[src/core/trp.sv]
package trp;
  // ==========================================================
  // geometry: five channels, pins A (even) and B (odd)
  localparam int NUM_PINS = 10;
  localparam int NUM_CH   = 5;

  // ==========================================================
  // register byte offsets
  localparam logic [4:0] OFS_MODE     = 5'h00;
  localparam logic [4:0] OFS_START    = 5'h04;
  localparam logic [4:0] OFS_PIN_IO   = 5'h08;
  localparam logic [4:0] OFS_OUT_EN   = 5'h0C;
  localparam logic [4:0] OFS_LEVEL    = 5'h10;
  localparam logic [4:0] OFS_PIN_FUNC = 5'h14;
  localparam logic [4:0] OFS_STATUS   = 5'h18;

  // ==========================================================
  // field positions
  localparam int PIO_ACT_POS  = 10;  // 2 bits per pin above the init levels
  localparam int PF_PEN_POS   = 10;  // port output enables
  localparam int PF_PDAT_POS  = 20;  // port output data
  localparam int ST_RUN_POS   = 10;
  localparam int LV_POS_BIT   = 0;
  localparam int LV_NEG_BIT   = 1;
  localparam int FIRST_CH34   = 6;   // out-enable bit 0 maps to this pin

  // ==========================================================
  // pin groups and reset values
  localparam logic [9:0] POS_PINS  = 10'h140;
  localparam logic [9:0] NEG_PINS  = 10'h280;
  localparam logic [9:0] CH34_PINS = 10'h3C0;
  localparam logic [9:0] RST_OUT   = 10'h000;
  localparam logic [9:0] RST_OE_N  = 10'h3FF;

  // ==========================================================
  // match actions
  localparam logic [1:0] ACT_HOLD   = 2'h0;
  localparam logic [1:0] ACT_LOW    = 2'h1;
  localparam logic [1:0] ACT_HIGH   = 2'h2;
  localparam logic [1:0] ACT_TOGGLE = 2'h3;

  typedef enum logic [2:0] {
    MODE_NORMAL, MODE_PWM1, MODE_PWM2, MODE_PHASE, MODE_COMP, MODE_RSYNC
  } mode_e;

  typedef struct packed {
    logic       force_lvl;
    logic       load;
    logic       lvl;
    logic       hit;
    logic [1:0] act;
  } pin_cmd_s;

  typedef struct packed {
    logic [9:0] out;
    logic [9:0] oe_n;
  } pad_s;
endpackage

[src/core/pin_level_gen.sv]
`timescale 1ns/10ps
`default_nettype none
module pin_level_gen (
  input  wire logic          i_clk,
  input  wire trp::pin_cmd_s i_cmd,
  input  wire logic          i_nrst,
  output logic               o_level
);
  // ==========================================================
  // next level: forced or loaded level beats a match event
  logic next_level;
  always_comb begin
    next_level = o_level;
    if (i_cmd.force_lvl || i_cmd.load) begin
      next_level = i_cmd.lvl;
    end else if (i_cmd.hit) begin
      case (i_cmd.act)
        trp::ACT_LOW:    next_level = 1'b0;
        trp::ACT_HIGH:   next_level = 1'b1;
        trp::ACT_TOGGLE: next_level = ~o_level;
        default:         next_level = o_level;
      endcase
    end
  end

  // ==========================================================
  // waveform output is low out of reset
  always_ff @(posedge i_clk or negedge i_nrst) begin
    if (!i_nrst) begin
      o_level <= 1'b0;
    end else begin
      o_level <= next_level;
    end
  end
endmodule
`default_nettype wire

[src/core/pin_recovery_ctrl.sv]
// Summary of operation
// - after reset waveform outputs low, pads undriven until function selected
// - pin set high with low-on-match goes low at the match
// - pwm mode 1 pin control write leaves B-side pins untouched
// - pwm mode 2 pin control write leaves cycle-register pins untouched
// - stopping in complementary pwm restores its configured initial levels
// - complementary pwm to normal or pwm mode 1 drives outputs low
// - stopping in reset-synchronous pwm restores its configured initial levels
// - reset-synchronous pwm to normal: positive phase low, negative phase high
// - complementary pwm running toggles complementary pairs at matches
// - reset-synchronous pwm running sets active at match, restores at cycle
// - phase counting serves channels 1 and 2 only, no ch 3/4 enable use
// - pwm mode 2 serves channels 0 to 2 only, no ch 3/4 enable use
`timescale 1ns/10ps
`default_nettype none
module pin_recovery_ctrl (
  input  wire logic        i_clk,
  input  wire logic        i_nrst,
  input  wire logic        i_wb_cyc,
  input  wire logic        i_wb_stb,
  input  wire logic        i_wb_we,
  input  wire logic [4:0]  i_wb_adr,
  input  wire logic [3:0]  i_wb_sel,
  input  wire logic [31:0] i_wb_dat,
  input  wire logic [9:0]  i_match,
  input  wire logic        i_cycle_start,
  output logic      [31:0] o_wb_dat,
  output logic             o_wb_ack,
  output logic      [9:0]  o_timer_out,
  output trp::pad_s        o_pad,
  output logic             o_running
);
  // ==========================================================
  // helpers
  function automatic logic [31:0] merge(input logic [31:0] old_v,
                                        input logic [31:0] new_v,
                                        input logic [3:0]  sel);
    logic [31:0] r;
    r = old_v;
    for (int b = 0; b < 4; b++) begin
      if (sel[b]) r[b*8 +: 8] = new_v[b*8 +: 8];
    end
    return r;
  endfunction

  // channel may take match events in this mode
  function automatic logic chan_ok(input trp::mode_e m, input int ch);
    case (m)
      trp::MODE_PHASE: chan_ok = (ch == 1) || (ch == 2);
      trp::MODE_PWM2:  chan_ok = (ch <= 2);
      trp::MODE_COMP,
      trp::MODE_RSYNC: chan_ok = 1'b0;
      default:         chan_ok = 1'b1;
    endcase
  endfunction

  // pin may take an initial level from the pin control write
  function automatic logic init_ok(input trp::mode_e m, input int pin);
    case (m)
      trp::MODE_PWM1:  init_ok = (pin % 2) == 0;
      trp::MODE_PWM2:  init_ok = ((pin % 2) == 1) && chan_ok(m, pin / 2);
      trp::MODE_PHASE: init_ok = chan_ok(m, pin / 2);
      trp::MODE_COMP,
      trp::MODE_RSYNC: init_ok = !(trp::POS_PINS[pin] || trp::NEG_PINS[pin]);
      default:         init_ok = 1'b1;
    endcase
  endfunction

  // ==========================================================
  // bus decode; a write lands on the edge that samples ack high
  wire logic req    = i_wb_cyc && i_wb_stb;
  wire logic wr_now = req && i_wb_we && o_wb_ack;
  wire logic wr_mode = wr_now && (i_wb_adr == trp::OFS_MODE);
  wire logic wr_start = wr_now && (i_wb_adr == trp::OFS_START);
  wire logic wr_pio = wr_now && (i_wb_adr == trp::OFS_PIN_IO);
  wire logic wr_oen = wr_now && (i_wb_adr == trp::OFS_OUT_EN);
  wire logic wr_lvl = wr_now && (i_wb_adr == trp::OFS_LEVEL);
  wire logic wr_pf  = wr_now && (i_wb_adr == trp::OFS_PIN_FUNC);

  trp::mode_e  mode;
  logic [29:0] pio;
  logic [3:0]  out_en;
  logic [1:0]  lvl_ctrl;
  logic [29:0] pin_func;

  wire logic [31:0] wdat_mode = merge({29'h0, mode}, i_wb_dat, i_wb_sel);
  wire logic [31:0] wdat_pio  = merge({2'h0, pio}, i_wb_dat, i_wb_sel);
  wire logic [31:0] wdat_oen  = merge({28'h0, out_en}, i_wb_dat, i_wb_sel);
  wire logic [31:0] wdat_lvl  = merge({30'h0, lvl_ctrl}, i_wb_dat, i_wb_sel);
  wire logic [31:0] wdat_pf   = merge({2'h0, pin_func}, i_wb_dat, i_wb_sel);
  wire logic [31:0] wdat_st   = merge({31'h0, o_running}, i_wb_dat, i_wb_sel);
  // codes above the last mode are ignored rather than stored
  wire logic        mode_valid = wdat_mode[2:0] <= 3'(trp::MODE_RSYNC);
  wire trp::mode_e  new_mode = trp::mode_e'(wdat_mode[2:0]);

  // ==========================================================
  // events that fix levels
  wire logic pair_mode  = (mode == trp::MODE_COMP) || (mode == trp::MODE_RSYNC);
  wire logic stop_ev    = wr_start && o_running && !wdat_st[0];
  wire logic to_plain   = wr_mode && mode_valid &&
                          ((new_mode == trp::MODE_NORMAL) || (new_mode == trp::MODE_PWM1));
  wire logic leave_comp = to_plain && (mode == trp::MODE_COMP);
  wire logic leave_rsyn = to_plain && (mode == trp::MODE_RSYNC);
  wire logic rsyn_cycle = o_running && (mode == trp::MODE_RSYNC) && i_cycle_start;
  // ch 3/4 enables only matter in modes that use those channels
  wire logic ch34_free  = (mode == trp::MODE_PWM2) || (mode == trp::MODE_PHASE);

  logic [9:0] level;
  logic [9:0] timer_drive;

  // ==========================================================
  // per-pin command build and level flop
  for (genvar g = 0; g < trp::NUM_PINS; g++) begin : g_pin
    localparam int PAIR = g - (g % 2);
    localparam logic IN_PAIR = trp::POS_PINS[g] | trp::NEG_PINS[g];
    wire logic       init_lvl = trp::POS_PINS[g] ? lvl_ctrl[trp::LV_POS_BIT]
                                                : lvl_ctrl[trp::LV_NEG_BIT];
    wire logic       pair_run = IN_PAIR && pair_mode;
    wire logic       f_init = pair_run && (stop_ev || rsyn_cycle);
    wire logic       f_leave = leave_comp || leave_rsyn;
    wire logic [1:0] rsyn_act = init_lvl ? trp::ACT_LOW : trp::ACT_HIGH;
    trp::pin_cmd_s   cmd;
    assign cmd.force_lvl = f_init || f_leave;
    assign cmd.lvl = f_init ? init_lvl :
                     f_leave ? (leave_rsyn && trp::NEG_PINS[g]) : wdat_pio[g];
    assign cmd.load = wr_pio && init_ok(mode, g);
    assign cmd.hit = o_running && (pair_run ? i_match[PAIR] :
                                   (i_match[g] && chan_ok(mode, g / 2)));
    assign cmd.act = !pair_run ? pio[trp::PIO_ACT_POS + 2*g +: 2] :
                     (mode == trp::MODE_COMP) ? trp::ACT_TOGGLE : rsyn_act;
    if (g >= trp::FIRST_CH34) begin : g_ch34
      assign timer_drive[g] = pin_func[g] && (out_en[g - trp::FIRST_CH34] || ch34_free);
    end else begin : g_low
      assign timer_drive[g] = pin_func[g];
    end
    pin_level_gen u_lvl (
      .i_clk   (i_clk),
      .i_cmd   (cmd),
      .i_nrst  (i_nrst),
      .o_level (level[g])
    );
  end
  assign o_timer_out = level;

  // ==========================================================
  // control registers
  always_ff @(posedge i_clk or negedge i_nrst) begin
    if (!i_nrst) begin
      mode      <= trp::MODE_NORMAL;
      o_running <= 1'b0;
      pio       <= 30'h0;
      out_en    <= 4'h0;
      lvl_ctrl  <= 2'h0;
      pin_func  <= 30'h0;
    end else begin
      if (wr_mode && mode_valid) mode <= new_mode;
      if (wr_start) o_running <= wdat_st[0];
      if (wr_pio) pio <= wdat_pio[29:0];
      if (wr_oen) out_en <= wdat_oen[3:0];
      if (wr_lvl) lvl_ctrl <= wdat_lvl[1:0];
      if (wr_pf) pin_func <= wdat_pf[29:0];
    end
  end

  // ==========================================================
  // pad drive: timer level, port data, or released
  wire logic [9:0] port_en   = pin_func[trp::PF_PEN_POS +: 10];
  wire logic [9:0] port_dat  = pin_func[trp::PF_PDAT_POS +: 10];
  wire logic [9:0] next_out  = (timer_drive & level) | (~timer_drive & port_dat);
  wire logic [9:0] next_oe_n = ~(timer_drive | port_en);
  always_ff @(posedge i_clk or negedge i_nrst) begin
    if (!i_nrst) begin
      o_pad.out  <= trp::RST_OUT;
      o_pad.oe_n <= trp::RST_OE_N;
    end else begin
      o_pad.out  <= next_out;
      o_pad.oe_n <= next_oe_n;
    end
  end

  // ==========================================================
  // read mux; unmapped offsets read zero and still ack
  logic [31:0] rd_mux;
  always_comb begin
    case (i_wb_adr)
      trp::OFS_MODE:     rd_mux = {29'h0, mode};
      trp::OFS_START:    rd_mux = {31'h0, o_running};
      trp::OFS_PIN_IO:   rd_mux = {2'h0, pio};
      trp::OFS_OUT_EN:   rd_mux = {28'h0, out_en};
      trp::OFS_LEVEL:    rd_mux = {30'h0, lvl_ctrl};
      trp::OFS_PIN_FUNC: rd_mux = {2'h0, pin_func};
      trp::OFS_STATUS:   rd_mux = {21'h0, o_running, level};
      default:           rd_mux = 32'h0;
    endcase
  end

  // one wait state: ack the cycle after the request, drop it next
  always_ff @(posedge i_clk or negedge i_nrst) begin
    if (!i_nrst) begin
      o_wb_ack <= 1'b0;
      o_wb_dat <= 32'h0;
    end else begin
      o_wb_ack <= req && !o_wb_ack;
      if (req && !o_wb_ack) o_wb_dat <= rd_mux;
    end
  end

  // ==========================================================
  // checks
  logic any_wr;
  always_ff @(posedge i_clk or negedge i_nrst) begin
    if (!i_nrst) begin
      any_wr <= 1'b0;
    end else if (wr_now) begin
      any_wr <= 1'b1;
    end
  end
endmodule
`default_nettype wire

[config.mk]
export PLATFORM = sky130hd
export DESIGN_NAME = pin_recovery_ctrl
export DESIGN_NICKNAME = d
export VERILOG_FILES = /design/src/core/trp.sv /design/src/core/pin_level_gen.sv /design/src/core/pin_recovery_ctrl.sv
export SDC_FILE = /design/constraint.sdc
export NUM_CORES = 1
export LEC_CHECK = 0
export ABC_CLOCK_PERIOD_IN_PS = 5000
export BUFFER_PORTS_ARGS = -buffer_cell sky130_fd_sc_hd__buf_2
export CAP_MARGIN = 20
export CORE_AREA = 2 2 103 105
export CTS_BUF_LIST = sky130_fd_sc_hd__clkbuf_4 sky130_fd_sc_hd__clkbuf_8
export DETAILED_ROUTE_END_ITERATION = 10
export DIE_AREA = 0 0 105 107
export PLACE_DENSITY = 0.86
export SETUP_SLACK_MARGIN = 0.3
export SKIP_LAST_GASP = 1
export SLEW_MARGIN = 20
export SYNTH_ARGS = -nofsm -noshare
export SYNTH_HDL_FRONTEND = slang
export SYNTH_SLANG_ARGS = --single-unit
[constraint.sdc]
create_clock -name i_clk -period 5 [get_ports i_clk]
set_clock_uncertainty 0.05 [all_clocks]
set_input_delay 0 -clock i_clk [delete_from_list [all_inputs] [get_ports i_clk]]
set_output_delay 0 -clock i_clk [all_outputs]
set_load 0.05 [all_outputs]
Word level (Yosys, flattened, before mapping) --
Index checks and enable logic that the tools add are counted.
Operators by class: order comparisons 1, equal/unequal tests 42, multiplexer cells 69, bitwise gates (word level) 16, reduce and logical (&&, ||, !) cells 114
Operators by type and width (count):
- $pmux 30 s7 | 1
- $logic_and 1x1->1 | 49
- $mux 1 | 44
- $eq 2x2->1 const B | 20
- $reduce_bool 4->1 | 10
- $reduce_and 2->1 | 19
- $pmux 1 s3 | 10
- $and 10x10->10 | 2
- $eq 2x1->1 const B | 10
- $not 10->10 | 2
- $or 10x10->10 | 2
- $reduce_bool 2->1 | 10
- $mux 2 | 9
- $logic_or 1x1->1 | 16
- $eq 5x5->1 const B | 3
- $eq 5x4->1 const B | 2
- $not 1->1 | 10
- $mux 8 | 1
- $eq 3x1->1 const B | 2
- $eq 3x2->1 const B | 2
- $eq 3x3->1 const B | 2
- $pmux 1 s2 | 3
- $reduce_or 2->1 | 3
- $eq 5x3->1 const B | 1
- other kinds (8) | 9
Word-level totals: bits in registers 133, bits of input ports 57, output and inout port bits 64, word-level logic and storage cells 268

Longest topological paths before layout --
depth after elaboration 12, mapped depth 10, gate-level depth less buffers 7

By module --
A second synthesis with hierarchy kept.
Second synthesis, totals: cells, all modules 518, area total of the unflattened synthesis 6212.2 sq um
Modules (own cells, without submodules):
- pin_recovery_ctrl | instances 1, cells each 468, area an instance 5636.7 sq um, sequential area each 3040.4 sq um
- pin_level_gen | instances 10, cells each 5, area an instance 57.6 sq um, sequential area each 25.0 sq um

Worst setup path before layout --
Ideal clock, no wire load.
path kind register to register, from register mode[1], to register g_pin[9].u_lvl.o_level, data arrival time 1936 ps, setup slack 2877 ps, stages on the path, launching flop included 9, clock period less this slack 2123 ps, cell sequence dfrtp_1 -> clkbuf_1 -> inv_1 -> ha_1 -> nor2b_1 -> a32o_1 -> nand2_1 -> a2111oi_0 -> o21ai_0
On the way: cells in the longest elaborated chain, start to end 10, elaborated cells on any way between the ends 43, classes of those cells order compare: 1; eq/ne: 9; mux: 11; reduce/logical: 22
Ends and longest elaborated chain:
- from (decl) | RTL line pin_recovery_ctrl.sv:80 | trp::mode_e mode;
- from (signal assigned) | RTL line pin_recovery_ctrl.sv:149 | mode <= trp::MODE_NORMAL;
- from (signal assigned) | RTL line pin_recovery_ctrl.sv:156 | if (wr_mode && mode_valid) mode <= new_mode;
- $mux 3 | RTL line pin_recovery_ctrl.sv:41 | if (sel[b]) r[b*8 +: 8] = new_v[b*8 +: 8];
- $le 3x3->1 (tied with other cells) | RTL line pin_recovery_ctrl.sv:93 | wire logic mode_valid = wdat_mode[2:0] <= 3'(trp::MODE_RSYNC);
- $logic_and 1x1->1 or $logic_or 1x1->1 (tied branches) | RTL line pin_recovery_ctrl.sv:100, pin_recovery_ctrl.sv:101
- $logic_and 1x1->1 | RTL line pin_recovery_ctrl.sv:100 | wire logic to_plain = wr_mode && mode_valid &&
- $logic_and 1x1->1 (on tied branches) | RTL line pin_recovery_ctrl.sv:102, pin_recovery_ctrl.sv:103
- $logic_or 1x1->1 | RTL line pin_recovery_ctrl.sv:120 | wire logic f_leave = leave_comp || leave_rsyn;
- $logic_or 1x1->1 | RTL line pin_recovery_ctrl.sv:123 | assign cmd.force_lvl = f_init || f_leave;
- $logic_or 1x1->1 | RTL line pin_level_gen.sv:14 | if (i_cmd.force_lvl || i_cmd.load) begin
- $reduce_bool 4->1 (no line) or $reduce_bool 2->1 (tied branches)
- $reduce_and 2->1 (no line)
- to (signal assigned) | RTL line pin_level_gen.sv:32 | o_level <= next_level;
- to (decl) | RTL line pin_level_gen.sv:7 | output logic o_level
Several ways; a longest one is shown, not always the timed one. The select of a mux whose other input is x is not followed. A chain may end at the register's enable or synchronous reset.

Worst setup path in the final report --
Ends and elaborated chain as after synthesis.

==> results.md <==
- Run status: completed
- Largest net degree at the start of global routing: 81
- CP required: roughly 5.3 ns
- Layout cells sized above 1: about two fifths
- Routed vias/inst: 6.40
- CTS Buffer Depth: 2
- Syn_area_per_cell: 11.9 um^2
- Top FF cell, synth: dfrtp_1
- Synth cell count leaders: 121 x dfrtp_1, 76 x mux2_2, 42 x nand2_1
- Clock Tree Root: clkbuf_8
- Sum Neg Setup Slack: 0 ns
- Worst Hold Class: input pin to async pin
- Pleak: 3.69 nW
- Final net count: between 700 and 800
- Placeable Area: slightly above 10000 um^2
- Die Span Y: 107 um
- DIE AREA: 11200 um^2
- Port-buffer cells: 116
- Final ANT Viol Nets: 0
- Top cells by area, synth: dfrtp_1 49%, mux2_2 14%, dfstp_2 4.3%
- Cell accounting for the most synthesized area: dfrtp_1
- Post_cts resized: 0
- Crit end category: register
- Total Power: 2.21 mW
- Wire length per cell: about 22 um
- Worst reg-to-reg path cell count: 7
- Ys async rst share: 100%
- Area delta synth->final: 22.3%
- Maximum clock rate: approximately 370 MHz
- CP Class: register to register
- Top-area cell type share of the netlist area: 49.2%
- Top Ports: 121
- H-tree depth: 4
- Worst-Skew Late Latency: 0.45 ns
- Wire length of the first global-routing pass: 27.2 mm
- Count leader, synth: dfrtp_1
- Relative slew margins: 21.9%
- CP arrival: between 2 and 3 ns
- Number of global-route vias before repair: ~5.2k
- Crit Path Max Fanout: 12
- Post-synthesis sequential area ratio: a little over half
- Post-synth EDFFs: 0
- Post-Layout Cell Count: around 810
- Endpoints failing setup: 0
- Final hold violation count: 0
- Post-Syn Area: 6160 um^2
- DR pass1 iterations: 6
- Seq cells post-synth: 131
- Horiz. Die Dim: around 110 um
- Antenna cells: 0
- # DRC: 0
- Drt total wl: 17.7 mm
- RR Endpoint: g_pin[9].u_lvl.o_level$_DFFE_PN0P_
- DP HPWL: 11.1 mm
- CTS Sinks: 131
- Cell Rows: 37
- Post-Place Worst Slack: 2.55 ns
- Worst Tran Pin Value: 1.17 ns
- Synth Warn #: 0
- Post-route minimum period: 2.70 ns
- PD cells: 293 nW/um^2
- Cell count after placement: 736
- Initial antenna violation count: 1
- Clock transition at the registers of the reported paths: roughly 0.07 ns
- Peak VDD IR: 158 uV
- M3 GR Usage: 9.79%
- GRT Residual Overflow: 0
- Initial Util: 61.0%
- Fillers: 638
- CTS Buf Count: 17
- Fin crit share: 53.9%
- Grt peak-use layer: met2
- Initial DRC Count: roughly 710
- Met1 Use GR: 39.7%
- RSZ-0062 raised after global routing: false
- M2 GR Usage: 50.7%
- Vias: 5188
- Worst R2R Start: mode[1]$_DFFE_PN0N_
- Maximum capacitance violations: 0
- Unique cell type count in the Yosys netlist: 62
- CP startpoint kind: register
- GR Util All Layers: ~32%
- Reg2reg setup slack: 2.30 ns
- Slew Viols, Final: 0
- Final GP Congestion: 0.943
- CTS tree: yes
- Fin worst setup slack: 2.30 ns
- Mapped Cells: 519
==> layout by cell type (no fill, tap or decap), drive strengths merged, types with 4 or more instances in the layout <==
master       instances
nor2                25
inv                  4
a211oi               9
nand4                5
nor2b               11
o21ai               27
dfrtp              121
nand2               44
a21o                11
clkbuf              22
buf                120
nor3                 7
clkinv               5
a31oi                7
and3                 4
dlygate4sd3         42
mux2i                7
a22oi               33
mux2                76
dfstp               10
nand3                8
a21oi               22
==> where the power goes <==
part / internal (mW) / total, mW / leakage [nW] / switching (mW)
clock network: 0.525 / 0.932 / 0.210 / 0.407
logic: 0.0648 / 0.181 / 1.70 / 0.116
registers: 1.08 / 1.10 / 1.78 / 0.0207
==> metrics by stage <==
stage	hold slack (ns)	util, %	cell area, um^2
after floorplan	-0.346	-	6160
after global placement	0.164	66.1	6680
after detailed placement	0.174	66.1	6680
after CTS	0.00366	74.4	7510
after global routing	0.0296	74.6	7530
final	0.0272	74.6	7530
==> registers in the layout (all words and copies together), names as in the netlist <==
name and count:
g_pin.u_lvl.o_level 10, lvl_ctrl 2, mode 3, o_pad 20, o_running 1, o_wb_ack 1
o_wb_dat 30, out_en 4, pin_func 30, pio 30
==> worst max path at each step <==
| stage | endpoint | cells past startpoint | startpoint | slack, ns |
|---|---|---|---|---|
| floorplan | g_pin[9].u_lvl.o_level$_DFFE_PN0P_ | 8 | mode[1]$_DFFE_PN0N_ | 2.88 |
| finish | g_pin[9].u_lvl.o_level$_DFFE_PN0P_ | 7 | mode[1]$_DFFE_PN0N_ | 2.30 |
| global route | g_pin[0].u_lvl.o_level$_DFFE_PN0P_ | 5 | o_wb_ack$_DFF_PN0_ | 2.22 |
| CTS | g_pin[0].u_lvl.o_level$_DFFE_PN0P_ | 5 | o_wb_ack$_DFF_PN0_ | 2.41 |
| global placement | o_wb_dat[2]$_DFFE_PN0P_ | 6 | o_wb_ack$_DFF_PN0_ | 2.68 |
| detailed placement | g_pin[9].u_lvl.o_level$_DFFE_PN0P_ | 7 | mode[1]$_DFFE_PN0N_ | 2.55 |
==> per-layer routing <==
layer,vias up,share of wire [%]
li1,2183,-
met1,2552,37
met2,372,49
met3,79,9.6
met4,2,4.5
met5,-,0.17
==> repair_timing <==
| action | CTS | global route |
|---|---|---|
| setup endpoints to repair | 0 | 0 |
| hold buffers | 42 | 0 |
| buffers inserted | 0 | 0 |
| hold endpoints to repair | 156 | 0 |
==> cell type report <==
type,count,area (um^2),area share [%]
Inverter,4,15.0,0.199
Multi-Input combinational cell,346,2590,34.5
Tap cell,136,170,2.26
Clock inverter,10,134,1.78
Sequential cell,131,3290,43.7
Clock buffer,22,278,3.69
Timing Repair Buffer,162,1050,13.9
==> worst max-delay path, cell delays in order, from the launching register on <==
cell       delay [ns]
dfrtp_1          0.60
inv_1            0.09
ha_1             0.47
nor2b_1          0.30
a32o_1           0.21
nand2_1          0.07
a2111oi_0        0.60
o21ai_0          0.17
==> cell families (layout without fill, tap and decap cells) <==
logic type      after synthesis  after routing  share of synthesized area, %
compound gates              134            134                          14.8
fa+ha+maj                     2              2                         0.406
buf+inv                      43            198                          4.53
flops                       131            131                          53.4
mux                          83             83                          15.0
other cells                   1              2                        0.0609
simple gates                125            125                          11.7
No activity file was read; power rests on OpenSTA's default activity.
